$ cat src/cicp_pkg.sv
package cicp_pkg;
   localparam logic [11:0] CICP_ADDR_TVEC = 12'h305;
   localparam logic [11:0] CICP_ADDR_SYSCTL = 12'h804;
   localparam logic [11:0] CICP_ADDR_PMPCFG = 12'h3A0;
   localparam logic [11:0] CICP_ADDR_PMPADDR = 12'h3B0;
   localparam int CICP_ENTRIES = 4;
   localparam int CICP_SYS_HWSTK = 0;
   localparam int CICP_SYS_NEST = 1;
   localparam int CICP_SYS_GOFF = 5;
   localparam int CICP_TVEC_ENTRY = 0;
   localparam int CICP_TVEC_FORMAT = 1;
   localparam int CICP_CFG_R = 0;
   localparam int CICP_CFG_W = 1;
   localparam int CICP_CFG_X = 2;
   localparam int CICP_CFG_A = 3;
   localparam int CICP_CFG_L = 7;
   localparam logic [1:0] CICP_A_OFF = 2'h0;
   localparam logic [1:0] CICP_A_TOR = 2'h1;
   localparam logic [1:0] CICP_A_NA4 = 2'h2;
   localparam logic [1:0] CICP_A_NAPOT = 2'h3;
   localparam logic [7:0] CICP_CFG_MASK = 8'h9F;
   localparam logic [31:0] CICP_TVEC_RESET = 32'h0000_0000;
   localparam logic [7:0] CICP_CFG_RESET = 8'h00;
   localparam logic [31:0] CICP_PADDR_RESET = 32'h0000_0000;

   typedef struct packed {
      logic valid;
      logic write;
      logic [11:0] addr;
      logic [31:0] wdata;
   } cicp_csr_req_t;

   typedef struct packed {
      logic done;
      logic denied;
      logic [31:0] rdata;
   } cicp_csr_rsp_t;

   typedef struct packed {
      logic valid;
      logic irq;
      logic [7:0] num;
   } cicp_trap_req_t;

   typedef struct packed {
      logic valid;
      logic user;
      logic read;
      logic write;
      logic exec;
      logic [31:0] addr;
   } cicp_mem_req_t;
endpackage

$ cat src/cicp_top.sv
`timescale 1ns/100ps
`default_nettype none
module cicp_top
(
   input wire logic clk, // core clock, 50 MHz
   input wire logic rst, // async reset, active high
   input wire logic priv_machine, // hart is in machine privilege
   input wire cicp_pkg::cicp_csr_req_t csr_req, // csr access from pipeline
   output var cicp_pkg::cicp_csr_rsp_t csr_rsp, // csr answer, next cycle
   input wire logic mret_done, // interrupt return completed
   input wire cicp_pkg::cicp_trap_req_t trap_req, // trap being taken
   output var logic trap_valid, // trap_pc is valid
   output var logic [31:0] trap_pc, // entry or vector slot address
   output var logic trap_vec_absolute, // slot holds an address to load
   output logic irq_global_enable, // interrupts may be taken
   output logic nesting_allowed, // preemption of running handler allowed
   output logic hw_stack_active, // push/pop context in hardware
   input wire cicp_pkg::cicp_mem_req_t mem_req, // memory access to check
   output var logic mem_done, // check result valid
   output var logic mem_fault // system exception request
);
   import cicp_pkg::*;

   logic [31:0] tvec;
   logic hwstk;
   logic nest;
   logic goff;
   logic [7:0] pcfg [CICP_ENTRIES];
   logic [31:0] paddr [CICP_ENTRIES];
   wire logic [CICP_ENTRIES-1:0] ent_hit;
   wire logic [CICP_ENTRIES-1:0] ent_ok;
   logic rsp_done;
   logic rsp_denied;
   logic [31:0] rsp_rdata;
   // the check works on word addresses, as the address registers hold them
   wire logic [31:0] word_addr = {2'b00, mem_req.addr[31:2]};

   // trailing ones of the address pick the power-of-two size
   function automatic logic napot_hit(input logic [31:0] wa, input logic [31:0] base);
      logic [31:0] care;
      care = ~(base ^ (base + 32'h0000_0001));
      napot_hit = ((wa ^ base) & care) == 32'h0000_0000;
   endfunction

   function automatic logic region_hit(input logic [1:0] mode, input logic [31:0] wa,
                                       input logic [31:0] lo, input logic [31:0] cur);
      case (mode)
         CICP_A_TOR: region_hit = (wa >= lo) && (wa < cur);
         CICP_A_NA4: region_hit = (wa == cur);
         CICP_A_NAPOT: region_hit = napot_hit(wa, cur);
         default: region_hit = 1'b0;
      endcase
   endfunction

   // field helpers shared by the write path and the access check
   function automatic logic [1:0] cfg_mode(input logic [7:0] cfg);
      cfg_mode = cfg[CICP_CFG_A +: 2];
   endfunction

   function automatic logic cfg_locked(input logic [7:0] cfg);
      cfg_locked = cfg[CICP_CFG_L];
   endfunction

   // an access of no kind at all is allowed; the core always sets one kind
   function automatic logic cfg_allows(input logic [7:0] cfg, input logic rd, input logic wr, input logic ex);
      cfg_allows = (~rd | cfg[CICP_CFG_R]) &
                   (~wr | cfg[CICP_CFG_W]) &
                   (~ex | cfg[CICP_CFG_X]);
   endfunction

   // csr decode
   wire logic acc_ok = csr_req.valid & priv_machine;
   wire logic wr_ok = acc_ok & csr_req.write;
   wire logic hit_tvec = csr_req.addr == CICP_ADDR_TVEC;
   wire logic hit_sys = csr_req.addr == CICP_ADDR_SYSCTL;
   wire logic hit_cfg = csr_req.addr == CICP_ADDR_PMPCFG;
   wire logic hit_addr = csr_req.addr[11:2] == CICP_ADDR_PMPADDR[11:2];
   wire logic [1:0] addr_idx = csr_req.addr[1:0];
   wire logic mapped = hit_tvec | hit_sys | hit_cfg | hit_addr;
   wire logic [31:0] cfg_word = {pcfg[3], pcfg[2], pcfg[1], pcfg[0]};
   wire logic [31:0] sys_word = {26'h000_0000, goff, 3'h0, nest, hwstk};

   logic [31:0] read_value;
   always_comb
   begin
      read_value = 32'h0000_0000;
      if (hit_tvec)
         read_value = tvec;
      else if (hit_sys)
         read_value = sys_word;
      else if (hit_cfg)
         read_value = cfg_word;
      else if (hit_addr)
         read_value = paddr[addr_idx];
   end

   // denied covers lower privilege and unmapped numbers; nothing is written then
   wire logic next_denied = ~priv_machine | ~mapped;

   // a refused read must not leak register contents, so its data is forced to zero
   wire logic [31:0] next_rdata = (acc_ok & mapped) ? read_value : 32'h0000_0000;

   always_ff @(posedge clk or posedge rst)
   begin
      if (rst)
         rsp_done <= 1'b0;
      else
         rsp_done <= csr_req.valid;
   end

   always_ff @(posedge clk or posedge rst)
   begin
      if (rst)
         rsp_denied <= 1'b0;
      else
         rsp_denied <= csr_req.valid & next_denied;
   end

   always_ff @(posedge clk or posedge rst)
   begin
      if (rst)
         rsp_rdata <= 32'h0000_0000;
      else
         rsp_rdata <= next_rdata;
   end

   assign csr_rsp = {rsp_done, rsp_denied, rsp_rdata};

   wire logic tvec_we = wr_ok & hit_tvec;
   always_ff @(posedge clk or posedge rst)
   begin
      if (rst)
         tvec <= CICP_TVEC_RESET;
      else if (tvec_we)
         tvec <= csr_req.wdata;
   end

   // only bits 0, 1 and 5 exist; the others read zero and ignore writes
   wire logic sys_we = wr_ok & hit_sys;
   wire logic next_hwstk = csr_req.wdata[CICP_SYS_HWSTK];
   wire logic next_nest = csr_req.wdata[CICP_SYS_NEST];

   always_ff @(posedge clk or posedge rst)
   begin
      if (rst)
         hwstk <= 1'b0;
      else if (sys_we)
         hwstk <= next_hwstk;
   end

   always_ff @(posedge clk or posedge rst)
   begin
      if (rst)
         nest <= 1'b0;
      else if (sys_we)
         nest <= next_nest;
   end

   // write one sets; software never clears, so a set racing a return wins
   wire logic goff_set = wr_ok & hit_sys & csr_req.wdata[CICP_SYS_GOFF];
   always_ff @(posedge clk or posedge rst)
   begin
      if (rst)
         goff <= 1'b0;
      else if (goff_set)
         goff <= 1'b1;
      else if (mret_done)
         goff <= 1'b0;
   end

   assign irq_global_enable = ~goff;
   assign nesting_allowed = nest & ~goff;
   assign hw_stack_active = hwstk & ~goff;

   // protection registers; a lock holds until reset
   genvar gi;
   generate
      for (gi = 0; gi < CICP_ENTRIES; gi++)
      begin : g_ent
         wire logic cfg_lock = cfg_locked(pcfg[gi]);
         // a locked top-of-range entry also freezes the address below it
         wire logic up_lock = (gi < CICP_ENTRIES - 1) &&
                              cfg_locked(pcfg[(gi + 1) % CICP_ENTRIES]) &&
                              (cfg_mode(pcfg[(gi + 1) % CICP_ENTRIES]) == CICP_A_TOR);
         wire logic cfg_we = wr_ok & hit_cfg & ~cfg_lock;
         wire logic addr_we = wr_ok & hit_addr & (addr_idx == 2'(gi)) & ~cfg_lock & ~up_lock;
         // entry 0 has no register below it, so its top-of-range starts at zero
         wire logic [31:0] lo_bound = (gi == 0) ? 32'h0000_0000 : paddr[(gi + CICP_ENTRIES - 1) % CICP_ENTRIES];

         assign ent_hit[gi] = region_hit(cfg_mode(pcfg[gi]), word_addr, lo_bound, paddr[gi]);
         assign ent_ok[gi] = cfg_allows(pcfg[gi], mem_req.read, mem_req.write, mem_req.exec);

         always_ff @(posedge clk or posedge rst)
         begin
            if (rst)
               pcfg[gi] <= CICP_CFG_RESET;
            else if (cfg_we)
               pcfg[gi] <= csr_req.wdata[8 * gi +: 8] & CICP_CFG_MASK;
         end

         always_ff @(posedge clk or posedge rst)
         begin
            if (rst)
               paddr[gi] <= CICP_PADDR_RESET;
            else if (addr_we)
               paddr[gi] <= csr_req.wdata;
         end
      end
   endgenerate

   // access check
   logic any_hit;
   logic perm_ok;
   logic hit_locked;
   always_comb
   begin
      any_hit = 1'b0;
      perm_ok = 1'b0;
      hit_locked = 1'b0;
      // walk downward so the lowest matching entry is written last
      for (int i = CICP_ENTRIES - 1; i >= 0; i--)
      begin
         if (ent_hit[i])
         begin
            any_hit = 1'b1;
            hit_locked = cfg_locked(pcfg[i]);
            perm_ok = ent_ok[i];
         end
      end
   end

   // user with no matching region is refused; machine is bound only by locked entries
   wire logic next_fault = mem_req.user ? (~any_hit | ~perm_ok) :
                                          (any_hit & hit_locked & ~perm_ok);

   always_ff @(posedge clk or posedge rst)
   begin
      if (rst)
         mem_done <= 1'b0;
      else
         mem_done <= mem_req.valid;
   end

   // the fault is a one-cycle pulse beside done; the core turns it into the exception
   always_ff @(posedge clk or posedge rst)
   begin
      if (rst)
         mem_fault <= 1'b0;
      else
         mem_fault <= mem_req.valid & next_fault;
   end

   // trap entry
   wire logic [31:0] vec_base = {tvec[31:2], 2'b00};
   wire logic per_irq = tvec[CICP_TVEC_ENTRY] & trap_req.irq;
   wire logic [31:0] next_trap_pc = per_irq ? vec_base + {22'h00_0000, trap_req.num, 2'b00} :
                                              vec_base;

   // only a table slot can hold an address; a shared entry is code
   wire logic next_absolute = per_irq & tvec[CICP_TVEC_FORMAT];

   always_ff @(posedge clk or posedge rst)
   begin
      if (rst)
         trap_valid <= 1'b0;
      else
         trap_valid <= trap_req.valid;
   end

   // address and format hold until the next trap so the core may fetch late
   always_ff @(posedge clk or posedge rst)
   begin
      if (rst)
         trap_pc <= 32'h0000_0000;
      else if (trap_req.valid)
         trap_pc <= next_trap_pc;
   end

   always_ff @(posedge clk or posedge rst)
   begin
      if (rst)
         trap_vec_absolute <= 1'b0;
      else if (trap_req.valid)
         trap_vec_absolute <= next_absolute;
   end
endmodule
`default_nettype wire

$ cat config.mk
export PLATFORM = sky130hd
export DESIGN_NAME = cicp_top
export DESIGN_NICKNAME = d
export VERILOG_FILES = /design/src/cicp_pkg.sv /design/src/cicp_top.sv
export SDC_FILE = /design/constraint.sdc
export NUM_CORES = 1
export LEC_CHECK = 0
export BUFFER_PORTS_ARGS = -buffer_cell sky130_fd_sc_hd__buf_2
export CAP_MARGIN = 20
export CORE_MARGIN = 2
export CORE_UTILIZATION = 45
export DETAILED_ROUTE_END_ITERATION = 7
export PLACE_DENSITY = 0.66
export SLEW_MARGIN = 20
export SYNTH_ARGS = -nofsm -noshare
export SYNTH_HDL_FRONTEND = slang
export SYNTH_SLANG_ARGS = --single-unit
$ cat constraint.sdc
create_clock -name clk -period 7.65 [get_ports clk]
set_input_delay 0.3825 -clock clk [delete_from_list [all_inputs] [get_ports clk]]
set_output_delay 0.3825 -clock clk [all_outputs]
set_load 0.02 [all_outputs]
[Word-level counts from Yosys, hierarchy flattened]
Cells that the tools add are included.
Operators by class
  $add $sub $neg: 5
  magnitude comparators: 9
  equality and inequality tests: 23
  mux-type cells: 28
  bitwise gates (word level): 88
  reduce and logical (&&, ||, !) cells: 13
Operators by type and width (count)
  2-to-1 mux 32 bit: 8
  adder 32 x 1 -> 32 bit (second input constant): 4
  AND 32 bit: 4
  == test 30 x 32 -> 1 bit: 4
  zero test 32 bit: 4
  < comparator 30 x 32 -> 1 bit: 4
  NOT 32 bit: 4
  bitwise XOR 30 x 32 -> 32 bit: 4
  bitwise XOR 32 bit: 4
  >= comparator 30 x 32 -> 1 bit: 3
  binary-select mux 32 bit (select 2 bit): 1
  AND 1 bit: 39
  adder 32 x 10 -> 32 bit: 1
  >= comparator 30 x 1 -> 1 bit (second input constant): 1
  == test 12 x 10 -> 1 bit (second input constant): 2
  == test 2 bit (second input constant): 10
  OR 1 bit: 17
  2-to-1 mux 1 bit: 15
  NOT 1 bit: 15
  == test 12 bit (second input constant): 1
  one-hot mux 1 bit (3 select lines): 4
  == test 10 x 8 -> 1 bit (second input constant): 1
  == test 2 x 1 -> 1 bit (second input constant): 5
  logical AND 1 bit: 7
  4 further kinds: 4
Storage, ports and cells
  flip-flop bits (word level): 257
  output and inout port bits: 73

[Logic depth before layout (Yosys ltp)]
Gate-level depths: netlist of the first run.
  word-level depth: 14
  gate-level depth with buffers: 13

[Worst setup path before layout of the first run]
No wires, ideal clock.
  path type: reg-to-reg
  from: reg paddr[27] in the netlist's numbering
  to: reg mem_fault
  arrival time: 2.813 ns
  required time: 7.519 ns
  path slack: 4.707 ns
  stages on the path, launching flop included: 12
  path buffers: 0
  period minus slack after synthesis: 2.943 ns
  path through: dfrtp_1 > inv_1 > ha_1 > a21oi_1 > or3_1 > or4_1 > nor4_1 > and4bb_1 > a31oi_1 > or4_1 > o221ai_1 > o211ai_1
On the way
  longest elaborated chain between the ends: 14
  elaborated cells between the ends (all ways): 29
RTL lines
  start: declaration: RTL line cicp_top.sv:29  | logic [31:0] paddr [CICP_ENTRIES];
  start signal: indexed assignment: RTL line cicp_top.sv:206  | paddr[gi] <= csr_req.wdata;
  adder 32 x 1 -> 32 bit: RTL line cicp_top.sv:41  | care = ~(base ^ (base + 32'h0000_0001));
  bitwise XOR 32 bit: RTL line cicp_top.sv:41
  NOT 32 bit: RTL line cicp_top.sv:41
  AND 32 bit: RTL line cicp_top.sv:42  | napot_hit = ((wa ^ base) & care) == 32'h0000_0000;
  zero test 32 bit: RTL line cicp_top.sv:42
  one-hot mux 1 bit (3 select lines) (*): RTL line cicp_top.sv:47  | case (mode)
  2-to-1 mux 1 bit (4 in series): RTL line cicp_top.sv:223  | if (ent_hit[i])
  AND 1 bit (tied with other cells): RTL line cicp_top.sv:234  | (any_hit & hit_locked & ~perm_ok);
  AND 1 bit or OR 1 bit (tied branches): RTL line cicp_top.sv:234, cicp_top.sv:233
  2-to-1 mux 1 bit (*): RTL line cicp_top.sv:233  | wire logic next_fault = mem_req.user ? (~any_hit | ~perm_ok) :
  AND 1 bit (*): RTL line cicp_top.sv:250  | mem_fault <= mem_req.valid & next_fault;
  end signal: assignment: RTL line cicp_top.sv:250
  end: declaration: RTL line cicp_top.sv:20  | output var logic mem_fault
Every way passes the cells marked *; elsewhere a longest branch is shown, timed or not.
A chain may end at the register's enable or synchronous reset.

[Final worst setup path of the first run]
  from: reg paddr (netlist bit g_ent[2].lo_bound[2])
  to: reg mem_fault
On the way
  longest elaborated chain between the ends: 12
  elaborated cells between the ends (all ways): 29
RTL lines (RTL line)
  adder 32 x 1 -> 32 bit: cicp_top.sv:41
  bitwise XOR 32 bit: cicp_top.sv:41
  NOT 32 bit: cicp_top.sv:41
  AND 32 bit: cicp_top.sv:42
  zero test 32 bit: cicp_top.sv:42
  one-hot mux 1 bit (3 select lines): cicp_top.sv:47
  2-to-1 mux 1 bit (2 in series): cicp_top.sv:223
  AND 1 bit (tied with other cells): cicp_top.sv:234
  AND 1 bit or OR 1 bit (tied branches): cicp_top.sv:234, cicp_top.sv:233
  2-to-1 mux 1 bit (*): cicp_top.sv:233
  AND 1 bit (*): cicp_top.sv:250
Marks and branches as above.

==> run metrics, run 1 <==
Mapped Cells=between 1500 and 2000; # IOs=170; Final Wtd Congestion=0.976; Area contributors post-synth=dfrtp_1 40%, ha_1 10%, mux2_2 6.3%; final setup vio count=0; Worst-Margin Slew=1.01 ns; clk_skew=roughly 0.024 ns; Fmax=0.265 GHz; H-Tree Depth=1; Synth Flop Type=dfrtp_1; Post-DRT Antenna Nets=0; largest net degree at the start of global routing=157; area added between synthesis and finish=14.5%; Hold Path Class=in -> reg; number of synthesized flops with an enable pin=0; Startpoint Class=flip-flop; Distinct cells, synth=74; Fin. Hold Viols=0; failing checks=design-rule violations; cell row count=69; clock latency on the worst-skew pair=0.59 ns; Initial Utilization=0.455; die width=a little under 200 um; clock buffer count from CTS=30; Rel. slew slack=0.307; synthesized flop and latch total=around 260; vias in the first global route=14100; post-synthesis sequential area ratio=0.395; first-pass GRT wire length=89000 um; Setup Slack @ Placement=3.96 ns; CTS max path bufs=3; Pre-Repair DR Iteration Count=8; cells along the critical path=inv_1, ha_1, o22a_1, o21ai_0, a2111oi_0, o2111ai_1, or3_1, nor4_1, o22ai_1, o32a_1, o211ai_1; wire per inst=25.3 um; total congestion overflow=0; WP data required=8.15 ns; via count=14700; Post-synth ARST share=1.00; Slowest-stage cell, CP=a2111oi_0; Fin Setup TNS=0 ns; Avg Synthesized Cell Area=9.47 um^2; Post-Synthesis Cell Area=16100 um^2; DR vias/cell=6.27; Sink Count=between 200 and 300; Post-Route WL=59300 um; Cell Pwr Density=168 nW/um^2; CTS tree=done; post-layout util=0.521; unrepaired setup endpoints after global routing=false; VDD IR-drop max=0.161 mV; Total GRT Usage=0.311; Max-Cap Viols=0; static leakage=8.74 nW; Worst Setup Path Type=reg -> reg; final net count=2087; clk slew on worst S/H paths=about 0.060 ns; Yosys warning count=0; number of diodes=0; die height=193 um; status=finished with violations; port bufs=165; initial antenna violation count=2; Max FO, Critical Path=8; fin. max-slew vios=0; DRC violations left=2; final period utilization=0.494; core footprint=between 30000 and 40000 um^2; Fillers=3322; Root Driver=clkbuf_16; crit path time final=between 3 and 4 ns; hpwl dp=approximately 46000 um; final setup margin=between 3 and 4 ns; Die ar.=37400 um^2; post-CTS setup buffer count=0; slowest stage delay, CP=0.66 ns; Arrival @ worst endpoint=4.28 ns; post-synth top area cell=dfrtp_1; Critical Path Sink Type=flip-flop; top cell type's share of synthesized area=0.395; total power=0.00311 W; proportion of layout cells with a drive suffix above 1=0.196; Detailed Route Iter0 Violations=1488
-- worst max-delay path: cells and delay by family, from the launching register on --
family                   cells  cell delay [ns]
AO/OA/AOI/OAI                7             1.91
AND/OR/NAND/NOR              2             0.75
flip-flops                   1             0.51
adder cells (fa/ha/maj)      1             0.43
buffers and inverters        1             0.10
-- synthesized netlist by cell type, types with 7 or more instances --
cell / instances
nor2_1: 112
dfrtp_1: 255
o211ai_1: 11
a41oi_1: 7
and3_1: 21
a22oi_1: 18
or4_1: 10
mux4_2: 31
o22ai_1: 11
nand4_1: 45
a31oi_1: 23
nand3_1: 48
nor4_1: 21
a2111oi_0: 10
and4_1: 8
clkbuf_1: 54
a211oi_1: 12
a21o_1: 16
nand2_1: 170
or3_1: 7
ha_1: 132
o21ai_0: 122
inv_1: 152
nor2b_1: 20
nor3_1: 32
a21oi_1: 119
mux2_2: 90
xnor2_1: 25
a222oi_1: 21
-- path summary, 6_finish.rpt --
kind / start / slack, ns / cells past startpoint / endpoint
max reg2reg: g_ent[2].lo_bound[2] / 3.87 / 11 / mem_fault
min: priv_machine / 0.04 / 2 / rsp_denied
min reg2reg: trap_pc[3] / 0.52 / 1 / trap_pc[3]
max: g_ent[2].lo_bound[2] / 3.87 / 11 / mem_fault
min in group asynchronous: rst / 0.45 / 3 / trap_pc[3]
max in group asynchronous: rst / 5.90 / 4 / g_ent[1].lo_bound[23]
-- flip-flops by register name, summed over array words and instances (netlist names) --
| signal | cells |
|---|---|
| nest | 1 |
| paddr | 32 |
| mem_fault | 1 |
| trap_pc | 30 |
| trap_valid | 1 |
| rsp_denied | 1 |
| g_ent.lo_bound | 96 |
| hwstk | 1 |
| tvec | 32 |
| trap_vec_absolute | 1 |
| cfg_word | 24 |
| mem_done | 1 |
| rsp_done | 1 |
| goff | 1 |
| rsp_rdata | 32 |
-- what timing repair did --
| item | CTS | global route |
|---|---|---|
| gates resized for setup | 0 | 0 |
| hold buffers | 4 | 0 |
| endpoints found under the hold margin | 58 | 0 |
-- layout by cell type, fill, tap and decap left out, types with 23 or more instances in the layout --
| cell type | count |
|---|---|
| a21oi_1 | 119 |
| a31oi_1 | 23 |
| buf_2 | 165 |
| clkbuf_16 | 30 |
| dfrtp_1 | 255 |
| ha_1 | 132 |
| inv_1 | 151 |
| mux2_2 | 90 |
| mux4_2 | 31 |
| nand2_1 | 170 |
| nand3_1 | 48 |
| nand4_1 | 45 |
| nor2_1 | 111 |
| nor3_1 | 31 |
| o21ai_0 | 122 |
| xnor2_1 | 25 |
-- metrics by stage --
| step | instance area (um^2) | hold WS (ns) | instances |
|---|---|---|---|
| 5_1_grt | 18500 | 0.0523 | 2339 |
| 3_3_place_gp | 17500 | 0.495 | 2282 |
| 3_5_place_dp | 17500 | 0.508 | 2282 |
| 6_report | 18500 | 0.0367 | 2339 |
| 2_1_floorplan | 16200 | 0.414 | 1706 |
| 4_1_cts | 18500 | 0.0252 | 2339 |
-- cell type report --
type | instances | area [um^2] | area share
clock buffer | 41 | 832 | 0.0450
clock inverter | 12 | 153 | 0.00825
inverter | 152 | 578 | 0.0313
multi-input combinational | 1235 | 8990 | 0.486
sequential | 255 | 6380 | 0.345
tap | 461 | 577 | 0.0312
timing repair buffer | 183 | 983 | 0.0532
-- logic make-up after synthesis --
| group | count (synthesis) | share of synthesized area |
|---|---|---|
| buf+inv | 216 | 0.0514 |
| mux | 124 | 0.109 |
| flops | 255 | 0.395 |
| compound gates | 422 | 0.164 |
| fa+ha+maj | 133 | 0.104 |
| xor+xnor | 28 | 0.0152 |
| simple gates | 526 | 0.161 |
| other cells | 1 | 0.000232 |
-- per-layer routing --
| layer | track usage | part of all wire |
|---|---|---|
| met4 | 0.141 | 0.049 |
| met5 | 0 | 0.00020 |
| met2 | 0.468 | 0.43 |
| met1 | 0.446 | 0.44 |
| met3 | 0.0431 | 0.081 |
-- power breakdown --
| part | total [W] | internal, W | switching, W |
|---|---|---|---|
| Clock | 0.00145 | 0.000858 | 0.000591 |
| Sequential | 0.00137 | 0.00136 | 0.00000660 |
| Combinational | 0.000293 | 0.0000962 | 0.000197 |
No activity file was read; power rests on OpenSTA's default activity.
==> run 2: changes to the inputs <==
ABC_AREA = 1   (was default)
clock period = 3.2 ns   (was 7.65 ns; I/O delays follow)
==> run metrics, run 2 <==
max reg flops=96; Post-Route WL=roughly 73000 um; status=finished clean; hpwl dp=58400 um; CTS max path bufs=3; number of cells on the worst reg-to-reg path=14; top cell type's share of synthesized area=0.362; largest net degree at the start of global routing=106; Seq. cell area=6380 um^2; crit path to=trap_pc[26]; most used cell along the critical path=nand3_1; synthesized flop and latch total=about 260; Synth Flop Type=dfrtp_1; clk slew on worst S/H paths=0.06 ns; die height=roughly 200 um; fin. max-slew vios=0; Fillers=roughly 3800; vias in the first global route=between 15000 and 20000; R2R Setup Slk=0.26 ns; Die ar.=40800 um^2; Post-DRT Antenna Nets=0; Slowest-stage cell, CP=dfrtp_1; Worst Setup Path Type=reg -> reg; Post-synth ARST share=1.00; CTS tree=done; CP top delay family=simple AND/OR/NAND/NOR gates; unrepaired setup endpoints after global routing=false; Root Driver=clkbuf_16; internal power=0.00572 W; switching power=0.00205 W; WP data required=3.67 ns; Area contributors post-synth=dfrtp_1 36%, nand2_1 14%, ha_1 9.4%; r2r startpoint=tvec[2]; Startpoint Class=flip-flop; Levels on crit path=14; Critical Path Sink Type=flip-flop; H-Tree Depth=1; Max FO, Critical Path=4; Sink Count=around 260; crit path from=tvec[2]; first-pass GRT wire length=~110000 um; Detailed Route Iter0 Violations=1663; power share of the combinational group=0.100; Total GRT Usage=0.358; cell row count=72; die width=202 um; Yosys warning count=0; clock power share=0.483; Switching Share=0.263; VDD IR-drop max=0.413 mV; Avg Synthesized Cell Area=7.16 um^2; initial antenna violation count=1; DRC violations left=0; proportion of layout cells with a drive suffix above 1=0.134; CP Buf/Inv Count=2; post-synth top area cell=dfrtp_1; # resized after CTS=0; Post-Synthesis Cell Area=17600 um^2; Rel. slew slack=0.340; Final Wtd Congestion=0.973; Fmax=0.340 GHz; clk_skew=a little under 0.009 ns; Worst-Margin Slew=approximately 1 ns; most numerous cell in the Yosys netlist=nand2_1; Placed Area=19200 um^2; final net count=between 2000 and 3000; Distinct cells, synth=57; Mapped Cells=2461; Hold Path Class=in -> reg; footprint of the multi-input gates=9690 um^2; via count=18000; core footprint=just under 40000 um^2; Seq pwr share=0.417; port bufs=around 170; slowest stage delay, CP=about 0.40 ns; Initial Utilization=0.456; cells along the critical path=ha_1, inv_1, fa_1, inv_1, nand3_1, nand3_1, a21oi_1, nor2_2, nand2_1, nor3_2, nand3_1, nor3_1, xnor2_1, o21ai_1; DR vias/cell=5.60; clock latency on the worst-skew pair=0.60 ns; most common cell after layout, fill and taps aside=nand2_1; area added between synthesis and finish=16.4%; commonest non-fill, non-tap cells in the layout=673 x nand2_1, 326 x inv_1, 255 x dfrtp_1, 254 x nor2_1, 165 x buf_2; Arrival @ worst endpoint=3.42 ns; total congestion overflow=0; post-synthesis sequential area ratio=0.362; Pre-Repair DR Iteration Count=6; static leakage=9.27 nW; R2R Path End=trap_pc[26]; # IOs=170; Max-Cap Viols=0; Fin. Hold Viols=0; number of synthesized flops with an enable pin=0; top post-synthesis cells by count=674 x nand2_1, 327 x inv_1, 255 x dfrtp_1; fin area=20500 um^2; final period utilization=0.920; clock buffer count from CTS=31; Cell Pwr Density=379 nW/um^2; crit path time final=between 2 and 3 ns; total power=around 0.0078 W; final setup vio count=0; wire per inst=22.8 um
==> run 2: cell count changes in the layout (fill, tap and decap cells not counted), moves of 28 or more <==
| cell | delta |
|---|---|
| o21ai_1 | +70 |
| nand2_2 | +31 |
| o21ai_2 | +33 |
| o22ai_1 | +55 |
| buf_4 | +33 |
| o21ai_0 | +28 |
| mux2_2 | -90 |
| inv_1 | +175 |
| nand2_1 | +503 |
| mux4_2 | -31 |
| nor2_1 | +143 |
| nor3_1 | +31 |
==> run 2: cell families (layout without fill, tap and decap cells) <==
logic type,count (synthesis),after routing,share of synthesized area
buffers and inverters,397,628,0.0888
AOI/OAI and AO/OA,489,489,0.164
other,1,3,0.000213
and+or+nand+nor,1165,1165,0.280
DFF,255,255,0.362
adders and majority gates,133,133,0.0948
xor gates and xnor gates,21,21,0.0104
==> run 2: stage by stage <==
stage	hold slack, ns	utilization	setup slack, ns	setup TNS (ns)	cells
global placement	0.260	0.497	0.332	0	3132
CTS	0.00457	0.531	0.352	0	3211
global route	0.0389	0.531	0.0337	0	3211
floorplan	0.191	-	-0.318	-81.00	2462
detailed placement	0.276	0.497	0.368	0	3132
finish	0.0310	0.531	0.256	0	3212
==> run 2: worst min-delay path: cells and delay by family <==
family	cells	cell delay, ns
buffers and inverters	2	0.26
AO/OA/AOI/OAI	1	0.18
==> run 2: layer usage <==
metal / up-vias / track usage / part of all wire
met5: - / 0 / 0
met1: 8536 / 0.483 / 0.42
met3: 128 / 0.0708 / 0.088
met4: 0 / 0.101 / 0.031
met2: 789 / 0.583 / 0.46
li1: 8524 / - / -
==> run 2: cell type report <==
type / count / share of cell area
repair buffers: 238 / 0.0717
well taps: 518 / 0.0316
inverters: 335 / 0.0614
clock buffers: 43 / 0.0429
diodes: 1 / 0.000122
clock inverters: 12 / 0.00926
flip-flops and latches: 255 / 0.311
multi-input cells: 1810 / 0.472
==> run 2: power by group through the flow <==
| stage | clock, W | combinational [W] | sequential (W) |
|---|---|---|---|
| 3_3_place_gp | 0 | 0.000729 | 0.00330 |
| 6_report | 0.00376 | 0.000777 | 0.00324 |
| 5_1_grt | 0.00393 | 0.000855 | 0.00324 |
| 3_5_place_dp | 0 | 0.000737 | 0.00330 |
| 2_1_floorplan | 0 | 0.000410 | 0.00331 |
| 4_1_cts | 0.00379 | 0.000763 | 0.00324 |
==> run 2: worst min path at each step <==
stage,from,endpoint,slack [ns],cells after the start
after global placement,rst,rsp_rdata[4],0.26,2
final,csr_req[30],g_ent[1].lo_bound[30],0.03,3
after floorplan,mem_req[36],mem_done,0.19,0
after global routing,csr_req[40],rsp_rdata[5],0.04,6
after detailed placement,rst,tvec[2],0.28,2
after CTS,csr_req[40],rsp_rdata[5],0.005,6
==> run 2: timing repair <==
| action | in CTS | in global routing |
|---|---|---|
| buffers inserted | 0 | 0 |
| endpoints found under the hold margin | 96 | 0 |
| hold buffers | 24 | 0 |
==> run 3: changes to the inputs <==
==> constraint.sdc (replaced) <==
create_clock -name clk -period 3.2 [get_ports clk]
set_input_delay 0.32 -clock clk [delete_from_list [all_inputs] [get_ports clk]]
set_output_delay 0.32 -clock clk [all_outputs]
set_load 0.02 [all_outputs]
==> run metrics, run 3 (same netlist as run 2, synthesis figures left out) <==
status=finished clean; met1 GRT Util=0.484; Switching Share=0.272; clock power share=0.459; Root Driver=clkbuf_16; final setup vio count=0; most common cell after layout, fill and taps aside=nand2_1; Startpoint Class=flip-flop; Detailed Route Iter0 Violations=about 1800; wire per inst=around 23 um; hpwl dp=about 60000 um; clock latency on the worst-skew pair=0.59 ns; core footprint=38600 um^2; grt peak-use layer=met2; # IOs=170; crit path time final=just under 3 ns; Fin. Hold Viols=0; power share of the combinational group=0.103; CTS tree=done; Post-Route WL=about 73000 um; Arrival @ worst endpoint=3.41 ns; Die ar.=40800 um^2; Sink Count=255; via count=18000; total congestion overflow=0; met2 global-route usage=0.582; Fmax=about 0.34 GHz; Pre-Repair DR Iteration Count=6; die height=202 um; proportion of layout cells with a drive suffix above 1=0.138; Worst-Margin Slew=1.02 ns; Critical Path Sink Type=flip-flop; DRC violations left=0; non-filler instance count after layout=roughly 3200; WP data required=3.66 ns; Total GRT Usage=0.357; static leakage=9.20 nW; cell row count=72; Worst Setup Path Type=reg -> reg; clock buffer count from CTS=31; DR vias/cell=about 5.6; Max-Cap Viols=0; clk slew on worst S/H paths=around 0.06 ns; post-CTS setup buffer count=0; Placed Area=19300 um^2; die width=202 um; worst hold slack=around 0.084 ns; CTS max path bufs=3; initial antenna violation count=2; VDD IR-drop max=0.380 mV; Max FO, Critical Path=4; unrepaired setup endpoints after global routing=false; most used cell along the critical path=nand3_1; final net count=2896; final period utilization=0.923; internal power=0.00539 W; H-Tree Depth=1; Post-DRT Antenna Nets=0; slowest stage delay, CP=around 0.40 ns; Rel. slew slack=0.322; vias in the first global route=17300; port bufs=165; Cell Pwr Density=363 nW/um^2; fin. max-slew vios=0; Slowest-stage cell, CP=dfrtp_1; Initial Utilization=0.456; Final Wtd Congestion=roughly 0.99; placed cells=3142; largest net degree at the start of global routing=102; cells along the critical path=ha_1, inv_1, fa_1, inv_1, nand3_1, nand3_1, a21oi_1, nor2_2, nand2_1, nor3_2, nand3_1, nor3_1, xnor2_1, o21ai_1; fin area=20400 um^2; Hold Path Class=in -> reg; Seq pwr share=0.438; commonest non-fill, non-tap cells in the layout=673 x nand2_1, 326 x inv_1, 254 x dfrtp_1, 253 x nor2_1, 165 x buf_2; clk_skew=0.0119 ns; switching power=~0.0020 W; M3 GR Usage=0.0490; area added between synthesis and finish=15.5%; first-pass GRT wire length=108000 um; max reg flops=96
==> run 3: cell types whose count changed in the layout (fill, tap and decap cells not counted), moves of 3 or more <==
cell / before / now
clkinv_2: 2 / 5
buf_4: 46 / 55
clkbuf_1: 6 / 9
bufinv_16: 4 / 1
dlygate4sd3_1: 24 / 9
clkbuf_8: 6 / 2
==> run 3: final timing paths <==
kind	from	to	slack [ns]	cells past startpoint
min in group asynchronous	rst	rsp_rdata[0]	0.22	3
worst min-delay path	trap_req[9]	trap_valid	0.08	1
worst max register to register	tvec[2]	trap_pc[26]	0.25	14
worst max-delay path	tvec[2]	trap_pc[26]	0.25	14
worst min register to register	trap_pc[28]	trap_pc[28]	0.48	2
max in group asynchronous	rst	trap_pc[28]	2.08	4
==> run 3: stage by stage <==
stage | utilization | worst slack, ns | setup TNS (ns) | power (W)
floorplan | - | -0.478 | -121.80 | 0.00372
global placement | 0.499 | 0.357 | 0 | 0.00403
detailed placement | 0.499 | 0.360 | 0 | 0.00404
CTS | 0.527 | 0.348 | 0 | 0.00742
global route | 0.527 | 0.0699 | 0 | 0.00764
finish | 0.527 | 0.246 | 0 | 0.00739
==> run 3: power groups by stage <==
stage / sequential [W] / clock [W] / combinational, W
floorplan: 0.00331 / 0 / 0.000410
global placement: 0.00330 / 0 / 0.000732
detailed placement: 0.00330 / 0 / 0.000741
CTS: 0.00324 / 0.00343 / 0.000754
global route: 0.00324 / 0.00357 / 0.000839
finish: 0.00324 / 0.00339 / 0.000764
==> run 3: area by class of cell <==
cell class                      instances  area (um^2)
Sequential cell                       255         6380
Clock buffer                           42          837
Fill cell                            3852        18300
Multi-Input combinational cell       1810         9690
Clock inverter                         14          123
Inverter                              335         1260
Timing Repair Buffer                  233         1410
Antenna cell                            1         2.50
Tap cell                              518          648
==> run 3: timing repair <==
item / 4_1_cts / 5_1_grt
endpoints found under the hold margin: 14 / 0
hold buffers: 9 / 0
setup endpoints to repair: 0 / 1
gates resized for setup: 0 / 2
==> run 3: critical path: cells and delay by family (launching register included) <==
family	cells	cell delay, ns
flops	1	0.40
buf+inv	2	0.16
simple gates	7	1.34
compound gates	2	0.22
xor+xnor	1	0.15
fa+ha+maj	2	0.53
==> run 3: metal layers <==
| metal | vias up | share of wire | wire length [um] |
|---|---|---|---|
| li1 | 8524 | - | - |
| met3 | 138 | 0.084 | 6190 |
| met1 | 8547 | 0.42 | 31100 |
| met4 | 0 | 0.039 | 2850 |
| met5 | - | 0 | 0 |
| met2 | 796 | 0.45 | 33400 |
